## src/include/blmsq_pkg.sv

```systemverilog
package blmsq_pkg;

  // ----------------------------------------
  // Timing
  // ----------------------------------------
  localparam int CLK_PERIOD_NS = 50;
  localparam int DEAD_NS       = 2000;
  localparam int PH_ON_NS      = 7090;
  localparam int RUN_ON_NS     = 10500;
  localparam int TMR_STEP_NS   = 1000;
  localparam int DEAD_CYC      = DEAD_NS / CLK_PERIOD_NS;
  localparam int PH_ON_CYC     = PH_ON_NS / CLK_PERIOD_NS;
  localparam int RUN_ON_CYC    = RUN_ON_NS / CLK_PERIOD_NS;
  localparam int TMR_STEP_CYC  = (TMR_STEP_NS + CLK_PERIOD_NS - 1) / CLK_PERIOD_NS;

  // ----------------------------------------
  // Widths and timer levels
  // ----------------------------------------
  localparam int CNT_W = 16;
  localparam int ADR_W = 4;
  localparam logic [15:0] TMR_PROT_LVL = 16'h02ee;
  localparam logic [15:0] TMR_IGN_LVL  = 16'h0514;
  localparam logic [15:0] TMR_MAX      = 16'hffff;

  // ----------------------------------------
  // Register map
  // ----------------------------------------
  localparam logic [3:0] REG_PH_ON  = 4'h0;
  localparam logic [3:0] REG_RUN_ON = 4'h4;
  localparam logic [3:0] REG_DEAD   = 4'h8;
  localparam logic [3:0] REG_STATUS = 4'hc;

  // ----------------------------------------
  // Synchroniser bit positions
  // ----------------------------------------
  localparam int SY_SUP_ON  = 0;
  localparam int SY_SUP_UV  = 1;
  localparam int SY_SD_TRIP = 2;
  localparam int SY_SD_LOW  = 3;
  localparam int SY_CS      = 4;
  localparam int SY_BUS_LOW = 5;
  localparam int SY_N       = 6;

  typedef enum logic [1:0] {
    ST_UNDERVOLTAGE_LOCKOUT_STATE  = 2'b00,
    ST_PH    = 2'b01,
    ST_IGN   = 2'b10,
    ST_FAULT = 2'b11
  } blmsq_state_t;

  typedef enum logic {
    PH_CHG = 1'b0,
    PH_DIS = 1'b1
  } blmsq_phase_t;

endpackage

```

## src/hdl/blmsq_core.sv

```systemverilog
`timescale 1ns/100ps

// Functional notes
// - Lockout holds both gate outputs low
// - Lockout grounds timing node, oscillator stopped
// - Lockout clears preheat timer
// - Start on supply high and shutdown low
// - First pulse on low-side output
// - Preheat alternates outputs, equal on-times
// - Preheat timer advances linearly from entry
// - Early preheat ignores current sense
// - Timer past 7.5V enables protection
// - Preheat uses preheat on-time setting
// - Active output high during charge phase
// - Top of ramp starts discharge
// - Discharge phase is dead-time, both low
// - Bottom of ramp switches to other output
// - Timer past 13V enters ignition
// - Over-current after enable latches fault
// - Fault exits only to lockout
// - Bus low resets timer when enabled
module blmsq_core
  import blmsq_pkg::*;
(
  input  wire logic                        ref_clk,
  input  wire logic                        reset,
  input  wire logic                        clk_en,
  input  wire logic                        supply_on_in,
  input  wire logic                        supply_uv_in,
  input  wire logic                        shutdown_trip_in,
  input  wire logic                        shutdown_low_in,
  input  wire logic                        current_sense_in,
  input  wire logic                        bus_sense_low_in,
  input  wire logic [blmsq_pkg::ADR_W-1:0] reg_addr,
  input  wire logic [31:0]                 reg_wdata,
  input  wire logic                        reg_wr,
  input  wire logic                        reg_rd,
  output logic      [31:0]                 reg_rdata,
  output logic                             high_side_gate_out,
  output logic                             low_side_gate_out,
  output logic                             charge_switch_out,
  output logic                             discharge_switch_out,
  output logic                             timing_cap_ground_out,
  output logic                             preheat_timer_ground_out,
  output logic                             protect_en_out,
  output blmsq_pkg::blmsq_state_t          mode_out
);
  import blmsq_pkg::*;

  // ----------------------------------------
  // Declarations
  // ----------------------------------------
  logic [SY_N-1:0]  sy1_r;
  logic [SY_N-1:0]  sy2_r;
  logic             sup_on_s;
  logic             sup_uv_s;
  logic             sd_trip_s;
  logic             sd_low_s;
  logic             cs_s;
  logic             bus_low_s;
  blmsq_state_t     state_r;
  blmsq_state_t     state_nxt;
  blmsq_phase_t     phase_r;
  blmsq_phase_t     phase_nxt;
  logic [CNT_W-1:0] cnt_r;
  logic [CNT_W-1:0] cnt_nxt;
  logic             side_r;
  logic             side_nxt;
  logic [CNT_W-1:0] ph_on_r;
  logic [CNT_W-1:0] run_on_r;
  logic [CNT_W-1:0] dead_r;
  logic [15:0]      tmr_r;
  logic [15:0]      tick_r;
  logic             prot_en_r;
  logic             osc_nxt;
  logic             tmr_clr;

  function automatic logic is_osc(input blmsq_state_t s);
    is_osc = (s == ST_PH) || (s == ST_IGN);
  endfunction

  function automatic logic [CNT_W-1:0] on_len(
    input blmsq_state_t     s,
    input logic [CNT_W-1:0] ph,
    input logic [CNT_W-1:0] run
  );
    on_len = (s == ST_PH) ? ph : run;
  endfunction

  // ----------------------------------------
  // Input synchronisers
  // ----------------------------------------
  // two-flop capture
  always_ff @(posedge ref_clk)
  begin
    if (reset)
    begin
      sy1_r <= '0;
      sy2_r <= '0;
    end
    else if (clk_en)
    begin
      sy1_r <= {bus_sense_low_in, current_sense_in, shutdown_low_in,
                shutdown_trip_in, supply_uv_in, supply_on_in};
      sy2_r <= sy1_r;
    end
  end

  assign sup_on_s  = sy2_r[SY_SUP_ON];
  assign sup_uv_s  = sy2_r[SY_SUP_UV];
  assign sd_trip_s = sy2_r[SY_SD_TRIP];
  assign sd_low_s  = sy2_r[SY_SD_LOW];
  assign cs_s      = sy2_r[SY_CS];
  assign bus_low_s = sy2_r[SY_BUS_LOW];

  // ----------------------------------------
  // Register port
  // ----------------------------------------
  // programmable counts
  always_ff @(posedge ref_clk)
  begin
    if (reset)
    begin
      ph_on_r  <= CNT_W'(PH_ON_CYC - 1);
      run_on_r <= CNT_W'(RUN_ON_CYC - 1);
      dead_r   <= CNT_W'(DEAD_CYC - 1);
    end
    else if (clk_en && reg_wr)
    begin
      case (reg_addr)
        REG_PH_ON:  ph_on_r  <= reg_wdata[CNT_W-1:0];
        REG_RUN_ON: run_on_r <= reg_wdata[CNT_W-1:0];
        REG_DEAD:   dead_r   <= reg_wdata[CNT_W-1:0];
        default:    ;
      endcase
    end
  end

  always_ff @(posedge ref_clk)
  begin
    if (reset)
      reg_rdata <= 32'h0000_0000;
    else if (clk_en)
    begin
      reg_rdata <= 32'h0000_0000;
      if (reg_rd)
      begin
        case (reg_addr)
          REG_PH_ON:  reg_rdata <= {16'h0000, ph_on_r};
          REG_RUN_ON: reg_rdata <= {16'h0000, run_on_r};
          REG_DEAD:   reg_rdata <= {16'h0000, dead_r};
          REG_STATUS: reg_rdata <= {11'h000, prot_en_r, side_r, phase_r,
                                    state_r, tmr_r};
          default:    reg_rdata <= 32'h0000_0000;
        endcase
      end
    end
  end

  // ----------------------------------------
  // Mode sequencer
  // ----------------------------------------
  always_comb
  begin
    state_nxt = state_r;
    case (state_r)
      ST_UNDERVOLTAGE_LOCKOUT_STATE:
        if (sup_on_s && sd_low_s && !sup_uv_s && !sd_trip_s)
          state_nxt = ST_PH;
      ST_PH:
        if (tmr_r > TMR_IGN_LVL)
          state_nxt = ST_IGN;
      ST_IGN:
        if (tmr_r <= TMR_IGN_LVL)
          state_nxt = ST_PH;
      ST_FAULT:
        state_nxt = ST_FAULT;
      default:
        state_nxt = ST_UNDERVOLTAGE_LOCKOUT_STATE;
    endcase
    if (is_osc(state_r) && prot_en_r && cs_s)
      state_nxt = ST_FAULT;
    if (sup_uv_s || sd_trip_s)
      state_nxt = ST_UNDERVOLTAGE_LOCKOUT_STATE;
  end

  always_ff @(posedge ref_clk)
  begin
    if (reset)
      state_r <= ST_UNDERVOLTAGE_LOCKOUT_STATE;
    else if (clk_en)
      state_r <= state_nxt;
  end

  // ----------------------------------------
  // Oscillator
  // ----------------------------------------
  assign osc_nxt = is_osc(state_nxt);

  always_comb
  begin
    phase_nxt = phase_r;
    cnt_nxt   = cnt_r;
    side_nxt  = side_r;
    if (!osc_nxt)
    begin
      phase_nxt = PH_CHG;
      cnt_nxt   = '0;
      side_nxt  = 1'b0;
    end
    else if (!is_osc(state_r))
    begin
      phase_nxt = PH_CHG;
      cnt_nxt   = ph_on_r;
      side_nxt  = 1'b0;
    end
    else if (cnt_r != '0)
      cnt_nxt = cnt_r - 1'b1;
    else if (phase_r == PH_CHG)
    begin
      phase_nxt = PH_DIS;
      cnt_nxt   = dead_r;
    end
    else
    begin
      phase_nxt = PH_CHG;
      side_nxt  = ~side_r;
      cnt_nxt   = on_len(state_nxt, ph_on_r, run_on_r);
    end
  end

  always_ff @(posedge ref_clk)
  begin
    if (reset)
    begin
      phase_r <= PH_CHG;
      cnt_r   <= '0;
      side_r  <= 1'b0;
    end
    else if (clk_en)
    begin
      phase_r <= phase_nxt;
      cnt_r   <= cnt_nxt;
      side_r  <= side_nxt;
    end
  end

  // ----------------------------------------
  // Gate and switch outputs
  // ----------------------------------------
  // Built from next state so a trip drops gates on the same edge
  always_ff @(posedge ref_clk)
  begin
    if (reset)
    begin
      high_side_gate_out    <= 1'b0;
      low_side_gate_out     <= 1'b0;
      charge_switch_out     <= 1'b0;
      discharge_switch_out  <= 1'b0;
      timing_cap_ground_out <= 1'b1;
      mode_out              <= ST_UNDERVOLTAGE_LOCKOUT_STATE;
    end
    else if (clk_en)
    begin
      high_side_gate_out    <= osc_nxt && phase_nxt == PH_CHG && side_nxt;
      low_side_gate_out     <= osc_nxt && phase_nxt == PH_CHG && !side_nxt;
      charge_switch_out     <= osc_nxt && phase_nxt == PH_CHG;
      discharge_switch_out  <= osc_nxt && phase_nxt == PH_DIS;
      timing_cap_ground_out <= !osc_nxt;
      mode_out              <= state_nxt;
    end
  end

  // ----------------------------------------
  // Preheat timer
  // ----------------------------------------
  // Bus check uses the enable already set, one cycle behind the timer
  assign tmr_clr = !osc_nxt || (prot_en_r && bus_low_s);

  always_ff @(posedge ref_clk)
  begin
    if (reset)
    begin
      tmr_r  <= '0;
      tick_r <= '0;
    end
    else if (clk_en)
    begin
      if (tmr_clr)
      begin
        tmr_r  <= '0;
        tick_r <= '0;
      end
      else if (tick_r == 16'(TMR_STEP_CYC - 1))
      begin
        tick_r <= '0;
        if (tmr_r != TMR_MAX)
          tmr_r <= tmr_r + 1'b1;
      end
      else
        tick_r <= tick_r + 1'b1;
    end
  end

  always_ff @(posedge ref_clk)
  begin
    if (reset)
    begin
      prot_en_r                <= 1'b0;
      protect_en_out           <= 1'b0;
      preheat_timer_ground_out <= 1'b1;
    end
    else if (clk_en)
    begin
      prot_en_r                <= osc_nxt && tmr_r > TMR_PROT_LVL;
      protect_en_out           <= osc_nxt && tmr_r > TMR_PROT_LVL;
      preheat_timer_ground_out <= tmr_clr;
    end
  end

  // ----------------------------------------
  // Assertions
  // ----------------------------------------
  property p_undervoltage_lockout_state_gates;
    @(posedge ref_clk) disable iff (reset)
    state_r == ST_UNDERVOLTAGE_LOCKOUT_STATE |-> !high_side_gate_out && !low_side_gate_out;
  endproperty
  a_undervoltage_lockout_state_gates: assert property (p_undervoltage_lockout_state_gates)
    else $error("gate high in lockout");

  property p_undervoltage_lockout_state_ct;
    @(posedge ref_clk) disable iff (reset)
    state_r == ST_UNDERVOLTAGE_LOCKOUT_STATE |-> timing_cap_ground_out && !charge_switch_out;
  endproperty
  a_undervoltage_lockout_state_ct: assert property (p_undervoltage_lockout_state_ct)
    else $error("timing node not grounded in lockout");

  property p_undervoltage_lockout_state_tmr;
    @(posedge ref_clk) disable iff (reset)
    state_r == ST_UNDERVOLTAGE_LOCKOUT_STATE |-> tmr_r == 16'h0000 && preheat_timer_ground_out;
  endproperty
  a_undervoltage_lockout_state_tmr: assert property (p_undervoltage_lockout_state_tmr)
    else $error("preheat timer not cleared in lockout");

  property p_first_low;
    @(posedge ref_clk) disable iff (reset)
    (state_r == ST_PH && $past(state_r) == ST_UNDERVOLTAGE_LOCKOUT_STATE)
      |-> low_side_gate_out && !high_side_gate_out;
  endproperty
  a_first_low: assert property (p_first_low)
    else $error("first pulse not on low side");

  property p_no_overlap;
    @(posedge ref_clk) disable iff (reset)
    !(high_side_gate_out && low_side_gate_out);
  endproperty
  a_no_overlap: assert property (p_no_overlap)
    else $error("both gates high");

  property p_dead_low;
    @(posedge ref_clk) disable iff (reset)
    discharge_switch_out |-> !high_side_gate_out && !low_side_gate_out;
  endproperty
  a_dead_low: assert property (p_dead_low)
    else $error("gate high during dead-time");

  property p_top_ramp;
    @(posedge ref_clk) disable iff (reset)
    (clk_en && phase_r == PH_CHG && cnt_r == '0 && osc_nxt && is_osc(state_r))
      |=> discharge_switch_out && phase_r == PH_DIS;
  endproperty
  a_top_ramp: assert property (p_top_ramp)
    else $error("no discharge after on-time");

  property p_no_early_fault;
    @(posedge ref_clk) disable iff (reset)
    (clk_en && !prot_en_r && state_r != ST_FAULT) |=> state_r != ST_FAULT;
  endproperty
  a_no_early_fault: assert property (p_no_early_fault)
    else $error("fault raised before protection enable");

  property p_oc_fault;
    @(posedge ref_clk) disable iff (reset)
    (clk_en && is_osc(state_r) && prot_en_r && cs_s && !sup_uv_s && !sd_trip_s)
      |=> state_r == ST_FAULT && !high_side_gate_out && !low_side_gate_out;
  endproperty
  a_oc_fault: assert property (p_oc_fault)
    else $error("over-current did not latch fault");

  property p_fault_exit;
    @(posedge ref_clk) disable iff (reset)
    (state_r == ST_FAULT && clk_en && !sup_uv_s && !sd_trip_s)
      |=> state_r == ST_FAULT;
  endproperty
  a_fault_exit: assert property (p_fault_exit)
    else $error("fault left without lockout cause");

endmodule

```

## config.mk

```make
export PLATFORM = sky130hd
export DESIGN_NAME = blmsq_core
export DESIGN_NICKNAME = d
export VERILOG_FILES = /design/src/include/blmsq_pkg.sv /design/src/hdl/blmsq_core.sv
export SDC_FILE = /design/constraint.sdc
export NUM_CORES = 1
export LEC_CHECK = 0
export BUFFER_PORTS_ARGS = -buffer_cell sky130_fd_sc_hd__buf_2
export CELL_PAD_IN_SITES_DETAIL_PLACEMENT = 1
export CELL_PAD_IN_SITES_GLOBAL_PLACEMENT = 1
export CORE_ASPECT_RATIO = 1.25
export CORE_MARGIN = 3
export CORE_UTILIZATION = 43
export CTS_CLUSTER_DIAMETER = 80
export CTS_CLUSTER_SIZE = 28
export DETAILED_ROUTE_END_ITERATION = 16
export GPL_ROUTABILITY_DRIVEN = 0
export PLACE_DENSITY = 0.83
export SLEW_MARGIN = 0
export SYNTH_ARGS = -nofsm -noshare
export SYNTH_HDL_FRONTEND = slang
export SYNTH_SLANG_ARGS = --single-unit
```

## constraint.sdc

```tcl
create_clock -name ref_clk -period 4.93 [get_ports ref_clk]
set_input_delay 1.479 -clock ref_clk [delete_from_list [all_inputs] [get_ports ref_clk]]
set_output_delay 1.479 -clock ref_clk [all_outputs]
set_load 0.005 [all_outputs]
```

# [After elaboration in Yosys (flattened, before gate mapping)]
# Cells that the tools add are included.
[totals] register_bits=151 inputBits=47 out_inout_bits=41 wordCells=92
[op_classes] n_addsub=3 magnitude_cmp=3 eq_ne=10 n_mux=26 bitwise_logic=2 n_reduce_logical=29
[op_table] operator="$mux 16" n=10
[op_table] operator="$pmux 21 s4" n=1
[op_table] operator="$add 16x1->16 const B" n=2
[op_table] operator="$mux 21" n=1
[op_table] operator="$eq 16x5->1 const B" n=1
[op_table] operator="$gt 16x10->1 const B" n=1
[op_table] operator="$gt 16x11->1 const B" n=1
[op_table] operator="$le 16x11->1 const B" n=1
[op_table] operator="$ne 16x16->1 const B" n=1
[op_table] operator="$reduce_bool 16->1" n=1
[op_table] operator="$sub 16x1->16 const B" n=1
[op_table] operator="$logic_and 1x1->1" n=12
[op_table] operator="$mux 2" n=5
[op_table] operator="$eq 4x4->1 const B" n=2
[op_table] operator="$mux 1" n=8
[op_table] operator="$pmux 2 s4" n=1
[op_table] operator="$eq 2x2->1 const B" n=3
[op_table] operator="$reduce_and 2->1" n=3
[op_table] operator="$eq 2x1->1 const B" n=2
[op_table] operator="$eq 4x3->1 const B" n=1
[op_table] operator="$logic_not 1->1" n=4
[op_table] operator="$logic_not 4->1" n=1
[op_table] operator="$logic_or 1x1->1" n=4
[op_table] operator="$reduce_bool 2->1" n=2
[op_table] operator="3 further kinds" n=4

# [Logic depth before layout (Yosys ltp)]
# Gate-level depths: netlist of run 1.
[depth] word_depth=13 ltp_mapped=15 mapped_depth_nobuf=13

# [Worst setup path before layout of run 1]
# No wires, ideal clock.
[synth_path] kind="reg2reg" start="register, netlist name mode_out[1]" end="register tmr_r[15]" setup_time_ps=70 arrival_ps=3485 required_ps=4860 slack_ps=1375 path_stages_with_launch=13 path_buffers=0 synth_period_minus_slack_ps=3555 path_cell_list="dfxtp_1 inv_1 ha_1 and3_1 or4_1 a21oi_1 nor4_1 ha_1 a21o_1 nor3_1 or4_1 or4_1 a21oi_1"
[synth_rtl] element="end signal: assignment" line="blmsq_core.sv:298" rtl="tmr_r <= tmr_r + 1'b1;"
[synth_rtl] element="end: declaration" line="blmsq_core.sv:72" rtl="logic [15:0] tmr_r;"

==> run_summary.xml, run 1 <==
<?xml version="1.0" encoding="UTF-8"?>
<metrics>
  <group name="die">
    <metric name="number_of_placed_i_o_pins" unit="">88</metric>
    <metric name="start_util" unit="%">44.3</metric>
    <metric name="design.die.area" unit="um^2">17800</metric>
    <metric name="placement_rows" unit="">51</metric>
    <metric name="floorplan.die.width" unit="um">120</metric>
    <metric name="area_inside_the_core_boundary" unit="um^2">15700</metric>
    <metric name="floorplan.die.height" unit="um">148</metric>
  </group>
  <group name="pwr">
    <metric name="p_switching" unit="W">0.000581</metric>
    <metric name="power.combinational.fraction" unit="%">4.5</metric>
    <metric name="power_density" unit="nW/um^2">322</metric>
    <metric name="vdd_ir_drop_max" unit="mV">0.207</metric>
    <metric name="switching_share" unit="%">22.7</metric>
    <metric name="power.static_leakage" unit="nW">2.87</metric>
    <metric name="p_int" unit="W">0.00198</metric>
    <metric name="clockPowerShare" unit="%">51.0</metric>
    <metric name="seqPwrFrac" unit="%">44.5</metric>
  </group>
  <group name="timing">
    <metric name="period_share" unit="%">82.1</metric>
    <metric name="unrepaired_setup_endpoints_after_global_routing" unit="">no</metric>
    <metric name="setup_viol" unit="">0</metric>
    <metric name="clock-skew-final" unit="ns">0.00468</metric>
    <metric name="finalCriticalPeriod" unit="ns">4.05</metric>
    <metric name="slew_limit_fails" unit="">0</metric>
    <metric name="max_freq" unit="MHz">247</metric>
    <metric name="timing.final.hold_violations" unit="">0</metric>
    <metric name="tns" unit="ns">0</metric>
    <metric name="worst-slew-pin-transition" unit="ns">0.924</metric>
    <metric name="postLayoutSetupSlackWorst" unit="ns">0.885</metric>
    <metric name="maxSlewHeadroom" unit="%">37.9</metric>
  </group>
  <group name="finish">
    <metric name="layout.cells.most_common_list" unit="">139 x sky130_fd_sc_hd__dfxtp_1, 132 x sky130_fd_sc_hd__nand2_1, 109 x sky130_fd_sc_hd__a21oi_1</metric>
    <metric name="area_growth_syn_to_layout" unit="%">14.5</metric>
    <metric name="post_layout_nonfiller_instances" unit="">1128</metric>
    <metric name="mostFrequentLayoutCell" unit="">sky130_fd_sc_hd__dfxtp_1</metric>
    <metric name="layout.nets" unit="">959</metric>
    <metric name="drive_above_1_share" unit="%">12.8</metric>
    <metric name="post_route_standard_cell_area_excluding_fillers" unit="um^2">7970</metric>
    <metric name="finalCoreUtilization" unit="%">50.8</metric>
    <metric name="fill_cells" unit="">1943</metric>
  </group>
  <group name="synthesis">
    <metric name="postSynthRegisterBits" unit="">139</metric>
    <metric name="post_synth_inst_count" unit="">866</metric>
    <metric name="avgSynthCellArea" unit="um^2">8.04</metric>
    <metric name="synth_async_sr_flop_share" unit="%">0</metric>
    <metric name="synth_seq_area_share" unit="%">40.0</metric>
    <metric name="total_number_of_yosys_warnings" unit="">0</metric>
    <metric name="leading_cell_types_by_total_area_after_synthesis" unit="">sky130_fd_sc_hd__dfxtp_1 40%, sky130_fd_sc_hd__a21oi_1 7.8%, sky130_fd_sc_hd__nand2_1 7.1%</metric>
    <metric name="synth_area_leader" unit="">sky130_fd_sc_hd__dfxtp_1</metric>
    <metric name="post_synthesis_cell_type_count" unit="">63</metric>
    <metric name="synth_flop_cell" unit="">sky130_fd_sc_hd__dfxtp_1</metric>
    <metric name="count_of_flip_flops_with_a_built_in_enable_after_synthesis" unit="">0</metric>
    <metric name="yosys.area.top_type_share" unit="%">40.0</metric>
    <metric name="syn-cell-area" unit="um^2">6960</metric>
  </group>
  <group name="worst_setup_path">
    <metric name="cp-end-kind" unit="">flip-flop</metric>
    <metric name="critPathRequiredTime" unit="ns">5.28</metric>
    <metric name="timing.critical_path.slowest_cell_delay" unit="ns">0.65</metric>
    <metric name="timing.critical_path.depth" unit="">12</metric>
    <metric name="worstPathBufferInverterCount" unit="">1</metric>
    <metric name="timing.critical_path.fanout_max" unit="">8</metric>
    <metric name="timing.critical_path.cells" unit="">inv_1 &gt; ha_1 &gt; and3_1 &gt; or4_1 &gt; a21oi_1 &gt; nor4_1 &gt; ha_1 &gt; a21o_1 &gt; nor3_1 &gt; or4_1 &gt; or4_1 &gt; a21oi_1</metric>
    <metric name="crit_arrival" unit="ns">4.40</metric>
    <metric name="path_delay_family" unit="">simple AND/OR/NAND/NOR gates</metric>
    <metric name="rr_worst_depth" unit="">12</metric>
    <metric name="cp_slowest_cell" unit="">sky130_fd_sc_hd__or4_1</metric>
    <metric name="timing.critical_path.mode_cell" unit="">sky130_fd_sc_hd__or4_1</metric>
    <metric name="cp-start-kind" unit="">flip-flop</metric>
    <metric name="critical_path_type" unit="">reg -&gt; reg</metric>
  </group>
  <group name="cts">
    <metric name="cts_bufs_inserted" unit="">17</metric>
    <metric name="clock_tree.buffer_depth" unit="">2</metric>
    <metric name="htreeDepth" unit="">4</metric>
    <metric name="cts.sink_count" unit="">139</metric>
    <metric name="cts_hold_repair.buffers" unit="">0</metric>
    <metric name="cts_post_setup_buffers_inserted" unit="">0</metric>
    <metric name="clkTransAtPathRegs" unit="ns">0.06</metric>
    <metric name="cts.repair.resized" unit="">0</metric>
    <metric name="clockRootBuffer" unit="">sky130_fd_sc_hd__clkbuf_16</metric>
    <metric name="insertion_delay" unit="ns">0.42</metric>
    <metric name="cts_tree" unit="">done</metric>
  </group>
  <group name="placed_design">
    <metric name="numPortBuffers" unit="">60</metric>
    <metric name="dpl.cell_count" unit="">1095</metric>
    <metric name="placed_cell_area" unit="um^2">7370</metric>
    <metric name="place_worst_setup_slack" unit="ns">0.955</metric>
    <metric name="hpwl" unit="um">15200</metric>
  </group>
  <group name="detailed_routing">
    <metric name="detail_route.first_pass.iterations" unit="">5</metric>
    <metric name="routed_wirelength" unit="um">22100</metric>
    <metric name="dr.first_iter.drc_count" unit="">386</metric>
    <metric name="post_drt_via_cell_ratio" unit="">5.91</metric>
    <metric name="dr_total_vias" unit="">6667</metric>
    <metric name="antenna_violating_nets_post_route" unit="">0</metric>
    <metric name="detail_route.drc_violations" unit="">0</metric>
    <metric name="wl_per_cell" unit="um">19.6</metric>
  </group>
  <group name="hold_path">
    <metric name="min_delay_path_depth" unit="">2</metric>
    <metric name="hold_path.class" unit="">reg -&gt; reg</metric>
  </group>
  <group name="grt">
    <metric name="grt_max_degree" unit="">75</metric>
    <metric name="first_global_vias" unit="">6901</metric>
    <metric name="global_route.usage.total" unit="%">25.3</metric>
    <metric name="global_route.overflow_total" unit="">0</metric>
    <metric name="grt_antenna_before_repair" unit="">1</metric>
    <metric name="grt_first_pass_wirelength" unit="um">36100</metric>
  </group>
  <group name="status">
    <metric name="status" unit="">finished, final reports clean</metric>
  </group>
  <group name="flow_run">
    <metric name="drv.max_cap_violation_count" unit="">0</metric>
  </group>
</metrics>
-- per-layer routing --
layer | global-route usage [%] | wire (um) | vias up
li1 | - | - | 3165
met1 | 31.4 | 9740 | 3304
met2 | 43.6 | 11000 | 161
met3 | 4.37 | 909 | 37
met4 | 10.3 | 504 | 0
met5 | 0 | 0 | -
-- tightest hold or removal path: cells and delay by family, from the launching register on --
family	cells	cell delay [ns]
flip-flops	1	0.31
AND/OR/NAND/NOR	1	0.06
AO/OA/AOI/OAI	1	0.05
-- kinds of logic after synthesis --
family | share of synthesized area (%)
and+or+nand+nor | 22.9
other | 0.0539
muxes | 6.92
DFF | 40.0
buffers and inverters | 5.41
adders and majority gates | 1.80
xor gates and xnor gates | 2.64
AOI/OAI and AO/OA | 20.3
-- cell usage after synthesis (all sizes together), types with 12 or more instances --
library cell / number
nand3: 38
a21oi: 109
nor3: 15
clkbuf: 46
a22oi: 48
inv: 14
dfxtp: 139
nor4: 12
o21ai: 27
or4: 13
mux2i: 47
nor2: 67
and3: 12
xnor2: 13
nand2: 132
buf: 22
-- power groups by stage --
stage / clock network (W) / logic (W) / registers (W)
final: 0.00131 / 0.000114 / 0.00114
after global routing: 0.00138 / 0.000125 / 0.00114
after CTS: 0.00132 / 0.000114 / 0.00114
after detailed placement: 0 / 0.000113 / 0.00117
after global placement: 0 / 0.000111 / 0.00116
after floorplan: 0 / 0.0000738 / 0.00116
-- final timing paths --
check,from,end,slack (ns)
setup / recovery,mode_out[1]$_SDFFE_PP0P_,tmr_r[13]$_SDFFE_PP0P_,0.88
hold / removal,reg_rdata[19]$_SDFFE_PP0P_,reg_rdata[19]$_SDFFE_PP0P_,0.47
setup reg to reg,mode_out[1]$_SDFFE_PP0P_,tmr_r[13]$_SDFFE_PP0P_,0.88
hold reg to reg,reg_rdata[19]$_SDFFE_PP0P_,reg_rdata[19]$_SDFFE_PP0P_,0.47
-- stage by stage --
stage,hold WS [ns],total power [W]
finish,0.468,0.00256
global route,0.488,0.00264
CTS,0.469,0.00257
detailed placement,0.458,0.00128
global placement,0.445,0.00128
floorplan,0.449,0.00124
-- state kept, by name, summed over array words and instances, names as in the netlist --
register and cells:
preheat_timer_ground_out 1, timing_cap_ground_out 1, high_side_gate_out 1, tmr_r 16, reg_rdata 21, sy2_r 6
sy1_r 6, low_side_gate_out 1, cnt_r 16, phase_r 1, run_on_r 16, prot_en_r 1
side_r 1, dead_r 16, tick_r 16, mode_out 2, charge_switch_out 1, ph_on_r 16
-- area by class of cell --
type                    instances  area [um^2]  area share (%)
well taps                     212          265            3.33
inverters                      15         56.3           0.706
flip-flops and latches        139         2780            34.9
clock buffers                  19          453            5.68
diodes                          1         2.50          0.0314
clock inverters                13          149            1.87
multi-input cells             654         3850            48.3
repair buffers                 75          413            5.18
Note: power is estimated with default switching activity, not from simulation.
==> run 2: changes to the inputs <==
CORE_UTILIZATION = 39   (was 43)
PLACE_DENSITY = 0.79   (was 0.83)
clock period = 3.7 ns   (was 4.93 ns; I/O delays follow)
==> run_summary.xml, run 2 (synthesis gave the netlist of run 1 again) <==
<?xml version="1.0" encoding="UTF-8"?>
<metrics>
  <group name="hold_path">
    <metric name="min_delay_path_depth" unit="">2</metric>
    <metric name="min-delay-start" unit="">reg_rdata[20]$_SDFFE_PP0P_</metric>
    <metric name="min_to" unit="">reg_rdata[20]$_SDFFE_PP0P_</metric>
    <metric name="hold_path.class" unit="">reg -&gt; reg</metric>
  </group>
  <group name="finish">
    <metric name="mostFrequentLayoutCell" unit="">sky130_fd_sc_hd__dfxtp_1</metric>
    <metric name="largest_register_ff_count" unit="">21</metric>
    <metric name="layout.area.seq" unit="um^2">2780</metric>
    <metric name="post_route_standard_cell_area_excluding_fillers" unit="um^2">8160</metric>
    <metric name="layout.cells.most_common_list" unit="">139 x sky130_fd_sc_hd__dfxtp_1, 132 x sky130_fd_sc_hd__nand2_1, 109 x sky130_fd_sc_hd__a21oi_1</metric>
    <metric name="max_flop_register" unit="">reg_rdata</metric>
    <metric name="layout.nets" unit="">984</metric>
    <metric name="num_antenna_cells" unit="">0</metric>
    <metric name="area_growth_syn_to_layout" unit="%">17.3</metric>
    <metric name="multi_input_area" unit="um^2">3860</metric>
    <metric name="drive_above_1_share" unit="%">15.1</metric>
    <metric name="fill_cells" unit="">2123</metric>
  </group>
  <group name="timing">
    <metric name="clock-skew-final" unit="ns">0.00755</metric>
    <metric name="max_freq" unit="MHz">283</metric>
    <metric name="maxSlewHeadroom" unit="%">45.8</metric>
    <metric name="timing.final.hold_violations" unit="">0</metric>
    <metric name="unrepaired_setup_endpoints_after_global_routing" unit="">no</metric>
    <metric name="tns" unit="ns">0</metric>
    <metric name="setup_viol" unit="">0</metric>
    <metric name="slew_limit_fails" unit="">0</metric>
    <metric name="period_share" unit="%">95.6</metric>
    <metric name="worst-slew-pin-transition" unit="ns">0.806</metric>
    <metric name="finalCriticalPeriod" unit="ns">3.54</metric>
  </group>
  <group name="die">
    <metric name="number_of_placed_i_o_pins" unit="">88</metric>
    <metric name="area_inside_the_core_boundary" unit="um^2">17500</metric>
    <metric name="start_util" unit="%">39.8</metric>
    <metric name="floorplan.die.height" unit="um">155</metric>
    <metric name="design.die.area" unit="um^2">19500</metric>
    <metric name="placement_rows" unit="">54</metric>
    <metric name="floorplan.die.width" unit="um">126</metric>
  </group>
  <group name="pwr">
    <metric name="switching_share" unit="%">22.8</metric>
    <metric name="power_density" unit="nW/um^2">414</metric>
    <metric name="power.static_leakage" unit="nW">2.99</metric>
    <metric name="clockPowerShare" unit="%">50.4</metric>
    <metric name="total_power" unit="W">0.00338</metric>
    <metric name="seqPwrFrac" unit="%">44.9</metric>
    <metric name="vdd_ir_drop_max" unit="mV">0.218</metric>
    <metric name="p_int" unit="W">0.00261</metric>
    <metric name="p_switching" unit="W">0.000772</metric>
    <metric name="power.combinational.fraction" unit="%">4.7</metric>
  </group>
  <group name="worst_setup_path">
    <metric name="timing.critical_path.mode_cell" unit="">sky130_fd_sc_hd__ha_1</metric>
    <metric name="path_delay_family" unit="">simple AND/OR/NAND/NOR gates</metric>
    <metric name="critical_path.reg2reg.endpoint" unit="">tmr_r[15]$_SDFFE_PP0P_</metric>
    <metric name="cp-start-kind" unit="">flip-flop</metric>
    <metric name="r2r_setup_slack" unit="ns">0.16</metric>
    <metric name="timing.critical_path.fanout_max" unit="">6</metric>
    <metric name="rr_worst_depth" unit="">13</metric>
    <metric name="timing.critical_path.slowest_cell_delay" unit="ns">0.58</metric>
    <metric name="timing.critical_path.cells" unit="">inv_1 &gt; ha_1 &gt; nor2b_1 &gt; o311ai_0 &gt; and3_1 &gt; o31a_1 &gt; a211o_1 &gt; ha_1 &gt; a21o_1 &gt; nor3_1 &gt; or4_4 &gt; or4_1 &gt; a21oi_1</metric>
    <metric name="cp_slowest_cell" unit="">sky130_fd_sc_hd__or4_4</metric>
    <metric name="worstPathBufferInverterCount" unit="">1</metric>
    <metric name="critical_path_type" unit="">reg -&gt; reg</metric>
    <metric name="reg_to_reg_start" unit="">tmr_r[0]$_SDFFE_PP0P_</metric>
    <metric name="critPathRequiredTime" unit="ns">4.05</metric>
    <metric name="cp-end-kind" unit="">flip-flop</metric>
    <metric name="crit_arrival" unit="ns">3.89</metric>
  </group>
  <group name="placed_design">
    <metric name="placed_cell_area" unit="um^2">7570</metric>
    <metric name="numPortBuffers" unit="">60</metric>
    <metric name="hpwl" unit="um">15800</metric>
  </group>
  <group name="detailed_routing">
    <metric name="dr.first_iter.drc_count" unit="">403</metric>
    <metric name="detail_route.drc_violations" unit="">0</metric>
    <metric name="antenna_violating_nets_post_route" unit="">0</metric>
    <metric name="dr_total_vias" unit="">6703</metric>
    <metric name="detail_route.first_pass.iterations" unit="">4</metric>
    <metric name="post_drt_via_cell_ratio" unit="">5.76</metric>
    <metric name="wl_per_cell" unit="um">19.0</metric>
    <metric name="routed_wirelength" unit="um">22100</metric>
  </group>
  <group name="cts">
    <metric name="clkTransAtPathRegs" unit="ns">0.06</metric>
    <metric name="cts_bufs_inserted" unit="">17</metric>
    <metric name="insertion_delay" unit="ns">0.42</metric>
    <metric name="htreeDepth" unit="">4</metric>
    <metric name="cts_tree" unit="">done</metric>
    <metric name="clockRootBuffer" unit="">sky130_fd_sc_hd__clkbuf_16</metric>
    <metric name="clock_tree.buffer_depth" unit="">2</metric>
    <metric name="cts.sink_count" unit="">139</metric>
    <metric name="cts_hold_repair.buffers" unit="">0</metric>
  </group>
  <group name="grt">
    <metric name="grt_first_pass_wirelength" unit="um">35800</metric>
    <metric name="global_route.overflow_total" unit="">0</metric>
    <metric name="first_global_vias" unit="">6820</metric>
    <metric name="grt_antenna_before_repair" unit="">0</metric>
    <metric name="grt_max_degree" unit="">46</metric>
    <metric name="global_route.usage.total" unit="%">22.7</metric>
  </group>
  <group name="flow_run">
    <metric name="drv.max_cap_violation_count" unit="">0</metric>
  </group>
  <group name="status">
    <metric name="status" unit="">finished, final reports clean</metric>
  </group>
</metrics>
==> run 2: how the worst max path moves through the flow <==
stage / cells past startpoint / slack, ns / start / end
final: 13 / 0.16 / tmr_r[0]$_SDFFE_PP0P_ / tmr_r[15]$_SDFFE_PP0P_
after detailed placement: 13 / 0.16 / tmr_r[0]$_SDFFE_PP0P_ / tmr_r[15]$_SDFFE_PP0P_
after CTS: 13 / 0.15 / tmr_r[0]$_SDFFE_PP0P_ / tmr_r[15]$_SDFFE_PP0P_
after floorplan: 12 / 0.14 / mode_out[1]$_SDFFE_PP0P_ / tmr_r[15]$_SDFFE_PP0P_
after global routing: 13 / 0.03 / mode_out[1]$_SDFFE_PP0P_ / tmr_r[12]$_SDFFE_PP0P_
after global placement: 13 / 0.29 / tmr_r[0]$_SDFFE_PP0P_ / tmr_r[15]$_SDFFE_PP0P_
==> run 2: final cells by class <==
type	instances	area share [%]
multi-input cells	654	47.2
clock buffers	18	5.26
clock inverters	14	1.89
well taps	224	3.43
inverters	15	0.690
repair buffers	100	7.40
flip-flops and latches	139	34.1
==> run 2: worst register-to-register path, delay by kind of cell (launching register included) <==
family,cells,cell delay (ns)
DFF,1,0.33
adders and majority gates,2,0.50
AOI/OAI and AO/OA,5,1.03
buffers and inverters,1,0.05
and+or+nand+nor,5,1.55
==> run 2: stage by stage <==
stage	hold slack, ns	worst slack (ns)	util, %	std cells
floorplan	0.449	0.145	-	876
global placement	0.435	0.291	43.3	1132
detailed placement	0.451	0.161	43.3	1132
CTS	0.461	0.149	46.6	1164
global route	0.490	0.0340	46.6	1164
finish	0.456	0.162	46.6	1164
==> run 2: power groups by stage <==
| stage | Sequential, W | Clock [W] | Combinational [W] |
|---|---|---|---|
| final | 0.00152 | 0.00170 | 0.000158 |
| after global routing | 0.00152 | 0.00179 | 0.000173 |
| after CTS | 0.00152 | 0.00173 | 0.000157 |
| after detailed placement | 0.00155 | 0 | 0.000155 |
| after global placement | 0.00155 | 0 | 0.000153 |
| after floorplan | 0.00155 | 0 | 0.0000983 |
==> run 2: what timing repair did <==
| item | CTS | global route |
|---|---|---|
| gates resized for setup | 0 | 2 |
| buffers inserted | 0 | 0 |
| endpoints found under the setup margin | 0 | 3 |
| hold endpoints to repair | 0 | 0 |
==> run 2: routing by layer <==
layer | global-route usage [%] | vias up | wire length (um)
li1 | - | 3224 | -
met1 | 27.1 | 3312 | 9600
met2 | 40.6 | 124 | 11200
met3 | 3.54 | 43 | 685
met4 | 9.40 | 0 | 624
met5 | 0 | - | 0
